## src/rtl/mrd_pkg.sv

```systemverilog
// Functional notes
// Build date register is read-only; a write is refused with an error.
// A good build date read returns 0x000C and selects the 12-byte date.
// Date: 2-digit day, hyphen, 3-letter month, hyphen, 4-digit year, null.
// The release register is read-only; a write is refused with an error.
// A good release read returns its null-terminated length, at most 80.
// Release holds a protocol field plus a firmware or hardware field.
// Fields are joined by colons; each is an id, a space and x.y.z decimals.
// Every version number is 0 to 255, in major, minor, patch order.
// The release string also carries an application space field.
// Newer releases have larger major and minor; patch is never compared.
// A failed string read answers the failed status, a cause and 0x0000.
// Read-only compat register names the oldest compatible release.
// After a good read the host fetches bytes to the null or the length.
package mrd_pkg;

  // ******************************************
  // bus and register map
  // ******************************************
  localparam int          ADDR_W          = 8;
  localparam int          DATA_W          = 32;
  localparam logic [5:0]  IDX_BUILD_DATE  = 6'h05;
  localparam logic [5:0]  IDX_RELEASE     = 6'h06;
  localparam logic [5:0]  IDX_COMPAT      = 6'h07;
  localparam logic [5:0]  IDX_LAST_STATUS = 6'h10;
  localparam logic [5:0]  IDX_STR_LEN     = 6'h11;
  localparam logic [5:0]  IDX_STR_DATA    = 6'h12;
  localparam logic [5:0]  IDX_IRQ_STATUS  = 6'h13;
  localparam logic [5:0]  IDX_IRQ_MASK    = 6'h14;

  // ******************************************
  // field layout and reset values
  // ******************************************
  localparam int          ST_FAILED_BIT   = 8;
  localparam int          IRQ_W           = 3;
  localparam int          IRQ_WR_REJECT   = 0;
  localparam int          IRQ_RD_FAIL     = 1;
  localparam int          IRQ_STR_DONE    = 2;
  localparam logic [2:0]  IRQ_STATUS_RST  = 3'h0;
  localparam logic [2:0]  IRQ_MASK_RST    = 3'h0;
  localparam logic [15:0] DATE_LEN        = 16'h000C;
  localparam int          STR_MAX         = 80;
  localparam int          VER_MAX         = 255;

  // ******************************************
  // characters
  // ******************************************
  localparam logic [7:0]  CH_ZERO         = 8'h30;
  localparam logic [7:0]  CH_DOT          = 8'h2E;
  localparam logic [7:0]  CH_COLON        = 8'h3A;
  localparam logic [7:0]  CH_SPACE        = 8'h20;
  localparam logic [7:0]  CH_HYPHEN       = 8'h2D;
  localparam logic [7:0]  CH_NUL          = 8'h00;
  localparam logic [287:0] MONTH_CODES    =
    "JANFEBMARAPRMAYJUNJULAUGSEPOCTNOVDEC";

  // ******************************************
  // types
  // ******************************************
  typedef enum logic [2:0] {
    ERR_NONE                = 3'h0,
    ERR_COMMAND_IN_PROGRESS = 3'h1,
    ERR_COMMAND_IGNORED     = 3'h2,
    ERR_EXECUTION_FAILURE   = 3'h3,
    ERR_VENDOR_SPECIFIC     = 3'h4
  } mrd_err_t;

  typedef enum logic [1:0] {
    SEL_NONE    = 2'h0,
    SEL_DATE    = 2'h1,
    SEL_RELEASE = 2'h2,
    SEL_COMPAT  = 2'h3
  } mrd_sel_t;

  typedef enum logic [0:0] {
    BUS_IDLE   = 1'h0,
    BUS_ANSWER = 1'h1
  } mrd_bus_t;

endpackage

```

## src/rtl/mrd_str_if.sv

```systemverilog
`timescale 1ns/1ps
interface mrd_str_if;
  import mrd_pkg::*;

  mrd_sel_t   sel;
  logic       load;
  logic       advance;
  logic [7:0] len;
  logic [7:0] dataByte;
  logic       atEnd;

  modport reader (
    input  sel,
    input  load,
    input  advance,
    output len,
    output dataByte,
    output atEnd
  );

  modport user (
    output sel,
    output load,
    output advance,
    input  len,
    input  dataByte,
    input  atEnd
  );
endinterface

```

## src/rtl/mrd_string_reader.sv

```systemverilog
`timescale 1ns/1ps
module mrd_string_reader #(
  parameter logic [95:0]  DATE_STR   = '0,
  parameter logic [7:0]   DATE_N     = 8'h0C,
  parameter logic [639:0] REL_STR    = '0,
  parameter logic [7:0]   REL_N      = 8'h01,
  parameter logic [639:0] COMPAT_STR = '0,
  parameter logic [7:0]   COMPAT_N   = 8'h01
) (
  // clock and reset
  input wire logic   clk,
  input wire logic   rstn,
  input wire logic   clkEn,
  // string access
  mrd_str_if.reader  strPort
);
  import mrd_pkg::*;

  mrd_sel_t     strSel_reg;
  logic [7:0]   strOff_reg;
  logic [7:0]   curLen;
  logic [639:0] curStr;

  // ******************************************
  // selection of the current string
  // ******************************************
  assign curLen = (strSel_reg == SEL_DATE)    ? DATE_N :
                  (strSel_reg == SEL_RELEASE) ? REL_N :
                  (strSel_reg == SEL_COMPAT)  ? COMPAT_N : 8'h00;
  assign curStr = (strSel_reg == SEL_DATE)    ? {544'h0, DATE_STR} :
                  (strSel_reg == SEL_RELEASE) ? REL_STR :
                  (strSel_reg == SEL_COMPAT)  ? COMPAT_STR : 640'h0;

  assign strPort.len      = curLen;
  assign strPort.atEnd    = (strOff_reg >= curLen);
  assign strPort.dataByte = strPort.atEnd ? CH_NUL :
                            curStr[strOff_reg*8 +: 8];

  // ******************************************
  // pointer: reset by a good read, stops at end
  // ******************************************
  always_ff @(posedge clk or negedge rstn)
  begin
    if (!rstn)
    begin
      strSel_reg <= SEL_NONE;
      strOff_reg <= 8'h00;
    end
    else if (clkEn)
    begin
      if (strPort.load)
      begin
        strSel_reg <= strPort.sel;
        strOff_reg <= 8'h00;
      end
      else if (strPort.advance && !strPort.atEnd)
      begin
        strOff_reg <= strOff_reg + 8'h01;
      end
    end
  end
endmodule

```

## src/rtl/mrd_string_regs.sv

```systemverilog
// Local design decision: the Avalon-MM slave port.
`timescale 1ns/1ps
module mrd_string_regs #(
  parameter int          BUILD_DAY       = 1,
  parameter int          BUILD_MONTH     = 1,
  parameter int          BUILD_YEAR      = 2000,
  parameter logic [95:0] REL_VERSIONS    = 96'h010000_010000_010000_010000,
  parameter logic        REL_FW_ON       = 1'b1,
  parameter logic        REL_HW_ON       = 1'b1,
  parameter logic [95:0] COMPAT_VERSIONS = 96'h010000_010000_010000_010000,
  parameter logic        COMPAT_FW_ON    = 1'b1,
  parameter logic        COMPAT_HW_ON    = 1'b1
) (
  // clock and reset
  input  wire logic                         clk,
  input  wire logic                         rstn,
  input  wire logic                         clkEn,
  // avalon-mm slave
  input  wire logic [mrd_pkg::ADDR_W-1:0]   avsAddress,
  input  wire logic                         avsRead,
  input  wire logic                         avsWrite,
  input  wire logic [mrd_pkg::DATA_W-1:0]   avsWriteData,
  input  wire logic [3:0]                   avsByteEnable,
  output logic      [mrd_pkg::DATA_W-1:0]   avsReadData,
  output logic                              avsWaitRequest,
  // module state
  input  wire logic                         stringFault,
  output logic                              irq
);
  import mrd_pkg::*;

  // ******************************************
  // string builders
  // ******************************************
  function automatic logic [95:0] mkDate(input int day, input int mon,
                                         input int year);
    logic [95:0] s;
    logic [23:0] m;
    s = '0;
    m = MONTH_CODES[(12 - mon)*24 +: 24];
    s[7:0]   = CH_ZERO + 8'(day / 10);
    s[15:8]  = CH_ZERO + 8'(day % 10);
    s[23:16] = CH_HYPHEN;
    s[31:24] = m[23:16];
    s[39:32] = m[15:8];
    s[47:40] = m[7:0];
    s[55:48] = CH_HYPHEN;
    s[63:56] = CH_ZERO + 8'((year / 1000) % 10);
    s[71:64] = CH_ZERO + 8'((year / 100) % 10);
    s[79:72] = CH_ZERO + 8'((year / 10) % 10);
    s[87:80] = CH_ZERO + 8'(year % 10);
    s[95:88] = CH_NUL;
    return s;
  endfunction

  // fields in order: protocol, firmware, hardware, application space
  function automatic logic [647:0] mkRel(input logic [95:0] v,
                                         input logic fwOn,
                                         input logic hwOn);
    logic [639:0] s;
    logic [15:0]  id;
    logic         useIt;
    int           p;
    int           f;
    int           k;
    int           n;
    s = '0;
    p = 0;
    for (f = 0; f < 4; f++)
    begin
      useIt = (f == 0) || (f == 3) ||
              (f == 1 && (fwOn || !hwOn)) || (f == 2 && hwOn);
      id = (f == 0) ? "PV" : (f == 1) ? "FW" : (f == 2) ? "HW" : "AS";
      if (useIt)
      begin
        if (p != 0)
        begin
          s[p*8 +: 8] = CH_COLON;
          p++;
        end
        s[p*8 +: 8]     = id[15:8];
        s[(p+1)*8 +: 8] = id[7:0];
        s[(p+2)*8 +: 8] = CH_SPACE;
        p = p + 3;
        for (k = 0; k < 3; k++)
        begin
          n = int'(v[95 - (f*24 + k*8) -: 8]);
          if (n >= 100)
          begin
            s[p*8 +: 8] = CH_ZERO + 8'(n / 100);
            p++;
          end
          if (n >= 10)
          begin
            s[p*8 +: 8] = CH_ZERO + 8'((n / 10) % 10);
            p++;
          end
          s[p*8 +: 8] = CH_ZERO + 8'(n % 10);
          p++;
          if (k < 2)
          begin
            s[p*8 +: 8] = CH_DOT;
            p++;
          end
        end
      end
    end
    p++;
    return {8'(p), s};
  endfunction

  localparam logic [95:0]  DATE_STR   =
    mkDate(BUILD_DAY, BUILD_MONTH, BUILD_YEAR);
  localparam logic [647:0] REL_PACK   =
    mkRel(REL_VERSIONS, REL_FW_ON, REL_HW_ON);
  localparam logic [647:0] COMP_PACK  =
    mkRel(COMPAT_VERSIONS, COMPAT_FW_ON, COMPAT_HW_ON);
  localparam logic [639:0] REL_STR    = REL_PACK[639:0];
  localparam logic [7:0]   REL_LEN    = REL_PACK[647:640];
  localparam logic [639:0] COMPAT_STR = COMP_PACK[639:0];
  localparam logic [7:0]   COMPAT_LEN = COMP_PACK[647:640];

  // ******************************************
  // state
  // ******************************************
  mrd_bus_t       busState_reg;
  mrd_err_t       lastCause_reg;
  logic           lastFailed_reg;
  logic [IRQ_W-1:0] irqStatus_reg;
  logic [IRQ_W-1:0] irqMask_reg;
  logic [IRQ_W-1:0] irqStatus_next;
  logic [IRQ_W-1:0] irqEvents;
  logic [IRQ_W-1:0] irqClear;

  mrd_str_if strIf ();

  // ******************************************
  // address decode
  // ******************************************
  wire logic [5:0]  wordIdx   = avsAddress[7:2];
  wire logic        take      = clkEn && (avsRead || avsWrite) &&
                                (busState_reg == BUS_IDLE);
  wire logic        hitDate   = (wordIdx == IDX_BUILD_DATE);
  wire logic        hitRel    = (wordIdx == IDX_RELEASE);
  wire logic        hitCompat = (wordIdx == IDX_COMPAT);
  wire logic        hitLastSt = (wordIdx == IDX_LAST_STATUS);
  wire logic        hitStrLen = (wordIdx == IDX_STR_LEN);
  wire logic        hitStrDat = (wordIdx == IDX_STR_DATA);
  wire logic        hitIrqSt  = (wordIdx == IDX_IRQ_STATUS);
  wire logic        hitIrqMsk = (wordIdx == IDX_IRQ_MASK);
  wire logic        strHit    = hitDate || hitRel || hitCompat;
  wire logic        rdStrOk   = take && avsRead && strHit && !stringFault;
  wire logic        rdStrFail = take && avsRead && strHit && stringFault;
  wire logic        wrReject  = take && avsWrite && strHit;
  wire logic        wrIrqSt   = take && avsWrite && hitIrqSt &&
                                avsByteEnable[0];
  wire logic        wrIrqMsk  = take && avsWrite && hitIrqMsk &&
                                avsByteEnable[0];
  wire logic        strStep   = take && avsRead && hitStrDat;

  wire logic [15:0] hitLen    = hitDate ? DATE_LEN :
                                hitRel  ? {8'h00, REL_LEN} :
                                          {8'h00, COMPAT_LEN};

  // ******************************************
  // read data selection
  // ******************************************
  wire logic [31:0] strWord   = stringFault ? 32'h00000000 :
                                {16'h0000, hitLen};
  wire logic [31:0] lastWord  = {23'h000000, lastFailed_reg, 5'h00,
                                 lastCause_reg};
  wire logic [31:0] rdData    =
    strHit    ? strWord :
    hitLastSt ? lastWord :
    hitStrLen ? {24'h000000, strIf.len} :
    hitStrDat ? {24'h000000, strIf.dataByte} :
    hitIrqSt  ? {29'h00000000, irqStatus_reg} :
    hitIrqMsk ? {29'h00000000, irqMask_reg} : 32'h00000000;

  assign avsWaitRequest = (avsRead || avsWrite) &&
                          !(busState_reg == BUS_ANSWER && clkEn);

  // ******************************************
  // string reader
  // ******************************************
  assign strIf.sel     = hitDate ? SEL_DATE :
                         hitRel  ? SEL_RELEASE : SEL_COMPAT;
  assign strIf.load    = rdStrOk;
  assign strIf.advance = strStep;

  mrd_string_reader #(
    .DATE_STR   (DATE_STR),
    .DATE_N     (DATE_LEN[7:0]),
    .REL_STR    (REL_STR),
    .REL_N      (REL_LEN),
    .COMPAT_STR (COMPAT_STR),
    .COMPAT_N   (COMPAT_LEN)
  ) uReader (
    .clk     (clk),
    .rstn    (rstn),
    .clkEn   (clkEn),
    .strPort (strIf.reader)
  );

  // ******************************************
  // bus answer one cycle after the take
  // ******************************************
  always_ff @(posedge clk or negedge rstn)
  begin
    if (!rstn)
    begin
      busState_reg <= BUS_IDLE;
      avsReadData  <= 32'h00000000;
    end
    else if (clkEn)
    begin
      case (busState_reg)
        BUS_IDLE:
        begin
          if (take)
          begin
            busState_reg <= BUS_ANSWER;
            avsReadData  <= avsRead ? rdData : 32'h00000000;
          end
        end
        BUS_ANSWER:
        begin
          busState_reg <= BUS_IDLE;
        end
        default:
        begin
          busState_reg <= BUS_IDLE;
        end
      endcase
    end
  end

  // ******************************************
  // outcome of the last string command
  // ******************************************
  always_ff @(posedge clk or negedge rstn)
  begin
    if (!rstn)
    begin
      lastFailed_reg <= 1'b0;
      lastCause_reg  <= ERR_NONE;
    end
    else if (clkEn)
    begin
      if (rdStrOk)
      begin
        lastFailed_reg <= 1'b0;
        lastCause_reg  <= ERR_NONE;
      end
      else if (rdStrFail || wrReject)
      begin
        lastFailed_reg <= 1'b1;
        lastCause_reg  <= ERR_EXECUTION_FAILURE;
      end
    end
  end

  // ******************************************
  // interrupts: set wins over write-one clear
  // ******************************************
  assign irqEvents[IRQ_WR_REJECT] = wrReject;
  assign irqEvents[IRQ_RD_FAIL]   = rdStrFail;
  assign irqEvents[IRQ_STR_DONE]  = strStep && !strIf.atEnd &&
                                    (strIf.dataByte == CH_NUL);
  assign irqClear       = wrIrqSt ? avsWriteData[IRQ_W-1:0] : '0;
  assign irqStatus_next = (irqStatus_reg & ~irqClear) | irqEvents;
  assign irq            = |(irqStatus_reg & irqMask_reg);

  always_ff @(posedge clk or negedge rstn)
  begin
    if (!rstn)
    begin
      irqStatus_reg <= IRQ_STATUS_RST;
      irqMask_reg   <= IRQ_MASK_RST;
    end
    else if (clkEn)
    begin
      irqStatus_reg <= irqStatus_next;
      if (wrIrqMsk)
      begin
        irqMask_reg <= avsWriteData[IRQ_W-1:0];
      end
    end
  end
endmodule

```

## config.mk

```make
export PLATFORM = sky130hd
export DESIGN_NAME = mrd_string_regs
export DESIGN_NICKNAME = d
export VERILOG_FILES = /design/src/rtl/mrd_pkg.sv /design/src/rtl/mrd_str_if.sv /design/src/rtl/mrd_string_reader.sv /design/src/rtl/mrd_string_regs.sv
export SDC_FILE = /design/constraint.sdc
export NUM_CORES = 1
export LEC_CHECK = 0
export ABC_CLOCK_PERIOD_IN_PS = 3350
export BUFFER_PORTS_ARGS = -buffer_cell sky130_fd_sc_hd__buf_2
export CAP_MARGIN = 20
export CORE_ASPECT_RATIO = 1.1
export CORE_MARGIN = 4
export CORE_UTILIZATION = 45
export CTS_CLUSTER_SIZE = 20
export DETAILED_ROUTE_END_ITERATION = 8
export PLACE_DENSITY = 0.83
export SYNTH_ARGS = -nofsm -noshare
export SYNTH_HDL_FRONTEND = slang
export SYNTH_SLANG_ARGS = --single-unit
```

## constraint.sdc

```tcl
create_clock -name clk -period 3.35 [get_ports clk]
set_clock_uncertainty 0.1 [all_clocks]
set_input_delay 0.335 -clock clk [delete_from_list [all_inputs] [get_ports clk]]
set_output_delay 0.335 -clock clk [all_outputs]
set_load 0.02 [all_outputs]
```

# --- Word-level counts from Yosys, hierarchy flattened ---
# Index checks and enable logic that the tools add are counted.
word_totals:
  ff_bits: 53
  latch_bits: 0
  ram_bits: 0
  romBits: 0
  output_inout_bits: 34
  word_cells: 87
  n_memories: 0
op_classes:
  addsub: 1
  mul: 0
  div_mod_pow: 0
  n_lt_le_gt_ge: 1
  eq_ne: 11
  shift: 1
  muxes: 27
  n_bitwise: 5
  reduce_logical: 33
ops:
  columns: ["op", "count"]
  rows:
  - ["$mux 640", 2]
  - ["$shiftx 640x12->8", 1]
  - ["$mux 278", 1]
  - ["$mux 8", 7]
  - ["$eq 6x5->1 const B", 5]
  - ["$mux 9", 3]
  - ["$eq 6x3->1 const B", 3]
  - ["$mux 6", 3]
  - ["$logic_and 1x1->1", 17]
  - ["$mux 3", 5]
  - ["$add 8x1->8 const B", 1]
  - ["$ge 8x8->1", 1]
  - ["$logic_not 8->1", 1]
  - ["$reduce_and 2->1", 4]
  - ["$and 3x3->3", 2]
  - ["$eq 2x2->1 const B", 2]
  - ["$logic_or 1x1->1", 4]
  - ["$mux 1", 4]
  - ["$reduce_bool 2->1", 2]
  - ["$logic_not 1->1", 3]
  - ["$not 3->3", 1]
  - ["$or 3x3->3", 1]
  - ["$reduce_and 3->1", 1]
  - ["$reduce_or 3->1", 1]
  - ["4 further kinds", 4]

# --- Depth between registers and ports, before layout ---
logic_depth:
  depth_word: 11
  ltp_mapped: 11
  mapped_depth_nobuf: 9

# --- Cells and area by module ---
# Synthesis repeated with hierarchy kept, for this count alone.
unflattened:
  cells_unflattened: 313
  area_unflattened_um2: 2552.4
modules_own_cells:
  columns: ["module", "instances", "cells_each", "area_each_um2", "seq_area_each_um2"]
  rows:
  - ["mrd_string_reader", 1, 178, 1298.7, 250.2]
  - ["mrd_string_regs", 1, 135, 1253.7, 425.4]

# --- Worst setup path after synthesis ---
# Ideal clock, no wire load.
synth_timing:
  path_type: "flip-flop to flip-flop"
  startpoint: "reg uReader.strSel_reg[1]"
  endpoint: "reg avsReadData[0] in the netlist's numbering"
  arrival_ps: 2339
  t_required_ps: 3124
  slack_ps: 785
  stages_incl_launch_ff: 10
  path_buffers: 2
  synth_period_minus_slack_ps: 2565
  cell_sequence: "dfrtp_1 > buf_2 > clkbuf_1 > or2_2 > ha_1 > a21boi_0 > o211a_1 > and2_1 > a211o_1 > a221o_1"
synth_via:
  elab_chain_len: 11
  word_cells_on_any_way: 17
  classes_between: "order compare (1); eq/ne (3); shift (1); mux (12)"
synth_lines:
  columns: ["element", "line_no", "source"]
  rows:
  - ["start: declaration", "mrd_string_reader.sv:19", "mrd_sel_t strSel_reg;"]
  - ["start signal: assignment", "mrd_string_reader.sv:53", "strSel_reg <= strPort.sel;"]
  - ["$eq 2x2->1", "mrd_string_reader.sv:29, mrd_string_reader.sv:32", null]
  - ["$mux 278 or $mux 6 (tied branches)", "mrd_string_reader.sv:32, mrd_string_reader.sv:29", null]
  - ["$mux 640 or $mux 8 (tied branches)", "mrd_string_reader.sv:31, mrd_string_reader.sv:28", null]
  - ["$mux 640 or $mux 8 (tied branches)", "mrd_string_reader.sv:30, mrd_string_reader.sv:27", null]
  - ["$shiftx 640x12->8 or $ge 8x8->1 (tied branches)", "mrd_string_reader.sv:37, mrd_string_reader.sv:35", null]
  - ["$mux 8", "mrd_string_reader.sv:36", "assign strPort.dataByte = strPort.atEnd ? CH_NUL :"]
  - ["$mux 8", "mrd_string_regs.sv:176", "hitStrDat ? {24'h000000, strIf.dataByte} :"]
  - ["$mux 8 *", "mrd_string_regs.sv:175", "hitStrLen ? {24'h000000, strIf.len} :"]
  - ["$mux 9 *", "mrd_string_regs.sv:174", "hitLastSt ? lastWord :"]
  - ["$mux 9 *", "mrd_string_regs.sv:173", "strHit ? strWord :"]
  - ["$mux 9 *", "mrd_string_regs.sv:223", "avsReadData <= avsRead ? rdData : 32'h00000000;"]
  - ["end signal: assignment", "mrd_string_regs.sv:223", null]
  - ["end: declaration", "mrd_string_regs.sv:24", "output logic [mrd_pkg::DATA_W-1:0] avsReadData,"]
# Mark *: on every way between the ends. The rest lies on a longest branch, timed or not.
# A chain may end at the register's enable or synchronous reset.

# --- Worst setup path after layout ---
layout_timing:
  startpoint: "reg uReader.strOff_reg[1]"
  endpoint: "reg uReader.strOff_reg[4]"
layout_via:
  elab_chain_len: 5
  word_cells_on_any_way: 8
  classes_between: "add/sub (1); order compare (1); mux (2); reduce/logical (4)"
layout_lines:
  columns: ["element", "line_no", "source"]
  rows:
  - ["start: declaration", "mrd_string_reader.sv:20", "logic [7:0] strOff_reg;"]
  - ["start signal: assignment", "mrd_string_reader.sv:58", "strOff_reg <= strOff_reg + 8'h01;"]
  - ["$ge 8x8->1", "mrd_string_reader.sv:35", "assign strPort.atEnd = (strOff_reg >= curLen);"]
  - ["$logic_not 1->1", "mrd_string_reader.sv:56", "else if (strPort.advance && !strPort.atEnd)"]
  - ["$logic_and 1x1->1", "mrd_string_reader.sv:56", null]
  - ["$reduce_bool 2->1 (no source line)", null, null]
  - ["$reduce_and 2->1 (no source line)", null, null]
# Parallel ways exist; a longest one is shown, timed or not. The select of a mux whose other input is x is not followed.

==> metrics.txt <==
Via-to-Cell Ratio 5.905; crit-path cells inv_1 -> ha_1 -> a21boi_0 -> o211a_1 -> nor2b_1 -> buf_4 -> nand4_1 -> xnor2_1 -> nor2_1; Antenna diodes 0; die width 75.14 um; Power Density 368.7 nW/um2; Die Y-Extent 81.85 um; # port buffers 25; Layout area overhead 6.394%; Reg2Reg Setup Slack 0.73 ns; r2r endpoint uReader.strOff_reg[4]$_DFFE_PN0P_; sequential-to-total area share from yosys stat 0.2916; final setup vio count 0; met2 Track Usage GR 0.2831; Worst R2R Start uReader.strOff_reg[1]$_DFFE_PN0P_; Starting Density 0.4729; max-slew violation count 0; Hold Vio Cnt, Final 0; Crit Path Category flop to flop; Worst-Skew Late Latency 0.27 ns; max-cap viol count 0; Worst-Margin Slew 0.5776 ns; CP Data Arrival Time 2.69 ns; Setup TNS 0 ns; GRT Residual Overflow 0; main area contributors after synthesis dfrtp_1 29%, buf_4 8.4%, a21oi_1 3.8%, nor2_1 3.7%, nand2_1 3.2%; Critical Path Sink uReader.strOff_reg[4]$_DFFE_PN0P_; CTS Root Cell clkbuf_8; residual DRC count 0; vias in the first global route 1793; critical path endpoint category flop; Yosys reg bits 26; Synth top area share 0.2916; layout cell share with drive strength beyond 1 0.1541; router iterations before antenna repair 5; met1 Use GR 0.2570; Clock Pin Slew Worst Setup and Hold Paths 0.09 ns; drt initial violations 152; die area 6149 um2; Worst Hold Class input port to flop; total number of yosys warnings 0; Lkg Pwr 0.001091 uW; met3 Usage GRT 0.01224; Crit path depth 9; crit path from uReader.strOff_reg[1]$_DFFE_PN0P_; Final Cycle Share 0.7823; antenna violations before repair 0; ys async rst share 1.000; GRT Total Usage 0.1804; busiest metal layer after global routing met2; clk buf depth 2; std cell rows 26; clk sinks 26; outcome finished, final reports clean; fmax 0.3816 GHz; IO Count 84; post-CTS sizing 0; Post-synth EDFFs 0; Core ar. 4717 um2; unrepaired setup endpoints after global routing no; Final HPWL DP 3901 um; Routed Wire Length 5324 um; Total Power 875.2 uW; H-tree Lvls 1; Avg WL per Cell 15.30 um; Worst EP required 3.42 ns; Routed Antenna Nets 0; Post-Syn Area 2231 um2; fill count 443; FF-to-FF path depth 9; relative slew slack 0.6135; Tmin final 2.621 ns; first-pass GRT wire length 8638 um; cell count after synthesis 272; CP max-delay cell dfrtp_1; largest fanout on the critical path 19; Critical path buffers and inverters 2; Layout Cells excl Fill 348; crit start category flop; family with the most delay on the worst path flip-flops; CTS tree built; synthesized area per cell 8.202 um2; IR drop worst, VDD 0.0002716 V; Synth cell types 58; largest net degree at the start of global routing 27; Setup Fix Bufs, Post-CTS 0; Crit path largest cell delay 0.70 ns; Synth area leader dfrtp_1; nets@finish 348; Top FF cell, synth dfrtp_1; GP Congestion 0.8963; clock buffer count from CTS 3; Placed Cells 343; vias post-DR 2055
## synth_stat cells, types with 3 or more instances
master,instances
dfrtp_1,26
buf_4,25
nor2_1,22
nand2_1,19
a21oi_1,17
o21ai_0,12
inv_1,11
nand2b_1,11
buf_2,8
nor2b_1,8
nand3_1,7
o21ai_1,6
ha_1,5
nor3_1,5
a31oi_1,4
clkbuf_1,4
mux2_2,4
nor3b_1,4
a211o_1,3
a21boi_0,3
a21o_1,3
a22o_1,3
and3_1,3
nand4_1,3
o22ai_1,3
o41ai_1,3
or2_2,3
xnor2_1,3
## placed cells by master (no fill, tap or decap), types with 3 or more instances in the layout
cell type  count
nor3_1         5
conb_1        24
nand2b_1      11
ha_1           5
buf_4          6
a21boi_0       3
mux2_2         4
nand2_1       19
xnor2_1        3
a211o_1        3
o21ai_1        6
nand4_1        3
buf_2         25
o21ai_0       12
o22ai_1        3
a22o_1         3
a21o_1         3
clkbuf_8       3
nor2b_1        8
inv_1         11
or2_2          3
nor3b_1        4
and3_1         3
a21oi_1       17
nor2_1        22
dfrtp_1       26
o41ai_1        3
a31oi_1        4
nand3_1        7
## power breakdown
part           leakage [uW]  switching, uW  internal [uW]
Clock             0.0000357            101            160
Sequential         0.000343           34.2            335
Combinational      0.000711            157           88.1
## area by class of cell
cell class	count	area, um2	share of cell area
clock buffer	3	41.29	0.01740
timing repair buffer	32	180.2	0.07591
inverter	11	41.29	0.01740
clock inverter	1	30.03	0.01265
sequential	26	650.6	0.2741
tap	56	70.07	0.02952
multi-input combinational	219	1360	0.5730
## timing repair
action | in CTS | in global routing
setup endpoints to repair | 0 | 0
hold endpoints to repair | 26 | 0
hold buffers | 1 | 0
## per-layer routing
| layer | vias up | wire, um |
|---|---|---|
| met1 | 967 | 2237 |
| met5 | - | 0 |
| met3 | 11 | 382 |
| met2 | 97 | 2561 |
| met4 | 0 | 143 |
| li1 | 980 | - |
## how the worst min path moves through the flow
stage,from,endpoint,slack [ns],depth (start not counted)
global route,clkEn,busState_reg$_DFFE_PN0P_,0.18,2
finish,avsRead,lastCause_reg[0]$_DFFE_PN0P_,0.17,2
global placement,rstn,uReader.strOff_reg[0]$_DFFE_PN0P_,0.25,1
floorplan,rstn,avsReadData[0]$_DFFE_PN0P_,-0.06,0
detailed placement,rstn,uReader.strOff_reg[3]$_DFFE_PN0P_,0.26,1
CTS,avsRead,lastCause_reg[0]$_DFFE_PN0P_,0.17,2
## cell families (layout without fill, tap and decap cells)
kind of cell / after synthesis / after routing / share of synthesized area
other cells: 1 / 24 / 0.001681
mux: 6 / 6 / 0.02972
fa+ha+maj: 5 / 5 / 0.02804
xor+xnor: 5 / 5 / 0.01963
buf+inv: 50 / 47 / 0.1374
simple gates: 99 / 99 / 0.2468
flops: 26 / 26 / 0.2916
compound gates: 80 / 80 / 0.2451
## metrics by stage
step,hold WS [ns],instance area (um2),utilization,setup WS (ns)
CTS,0.1741,2374,0.5032,0.7630
finish,0.1736,2374,0.5032,0.7293
floorplan,-0.06059,2317,-,0.7848
global placement,0.2485,2292,0.4859,0.8846
detailed placement,0.2615,2292,0.4859,0.7846
global route,0.1801,2374,0.5032,0.5439
No activity file was read; power rests on OpenSTA's default activity.
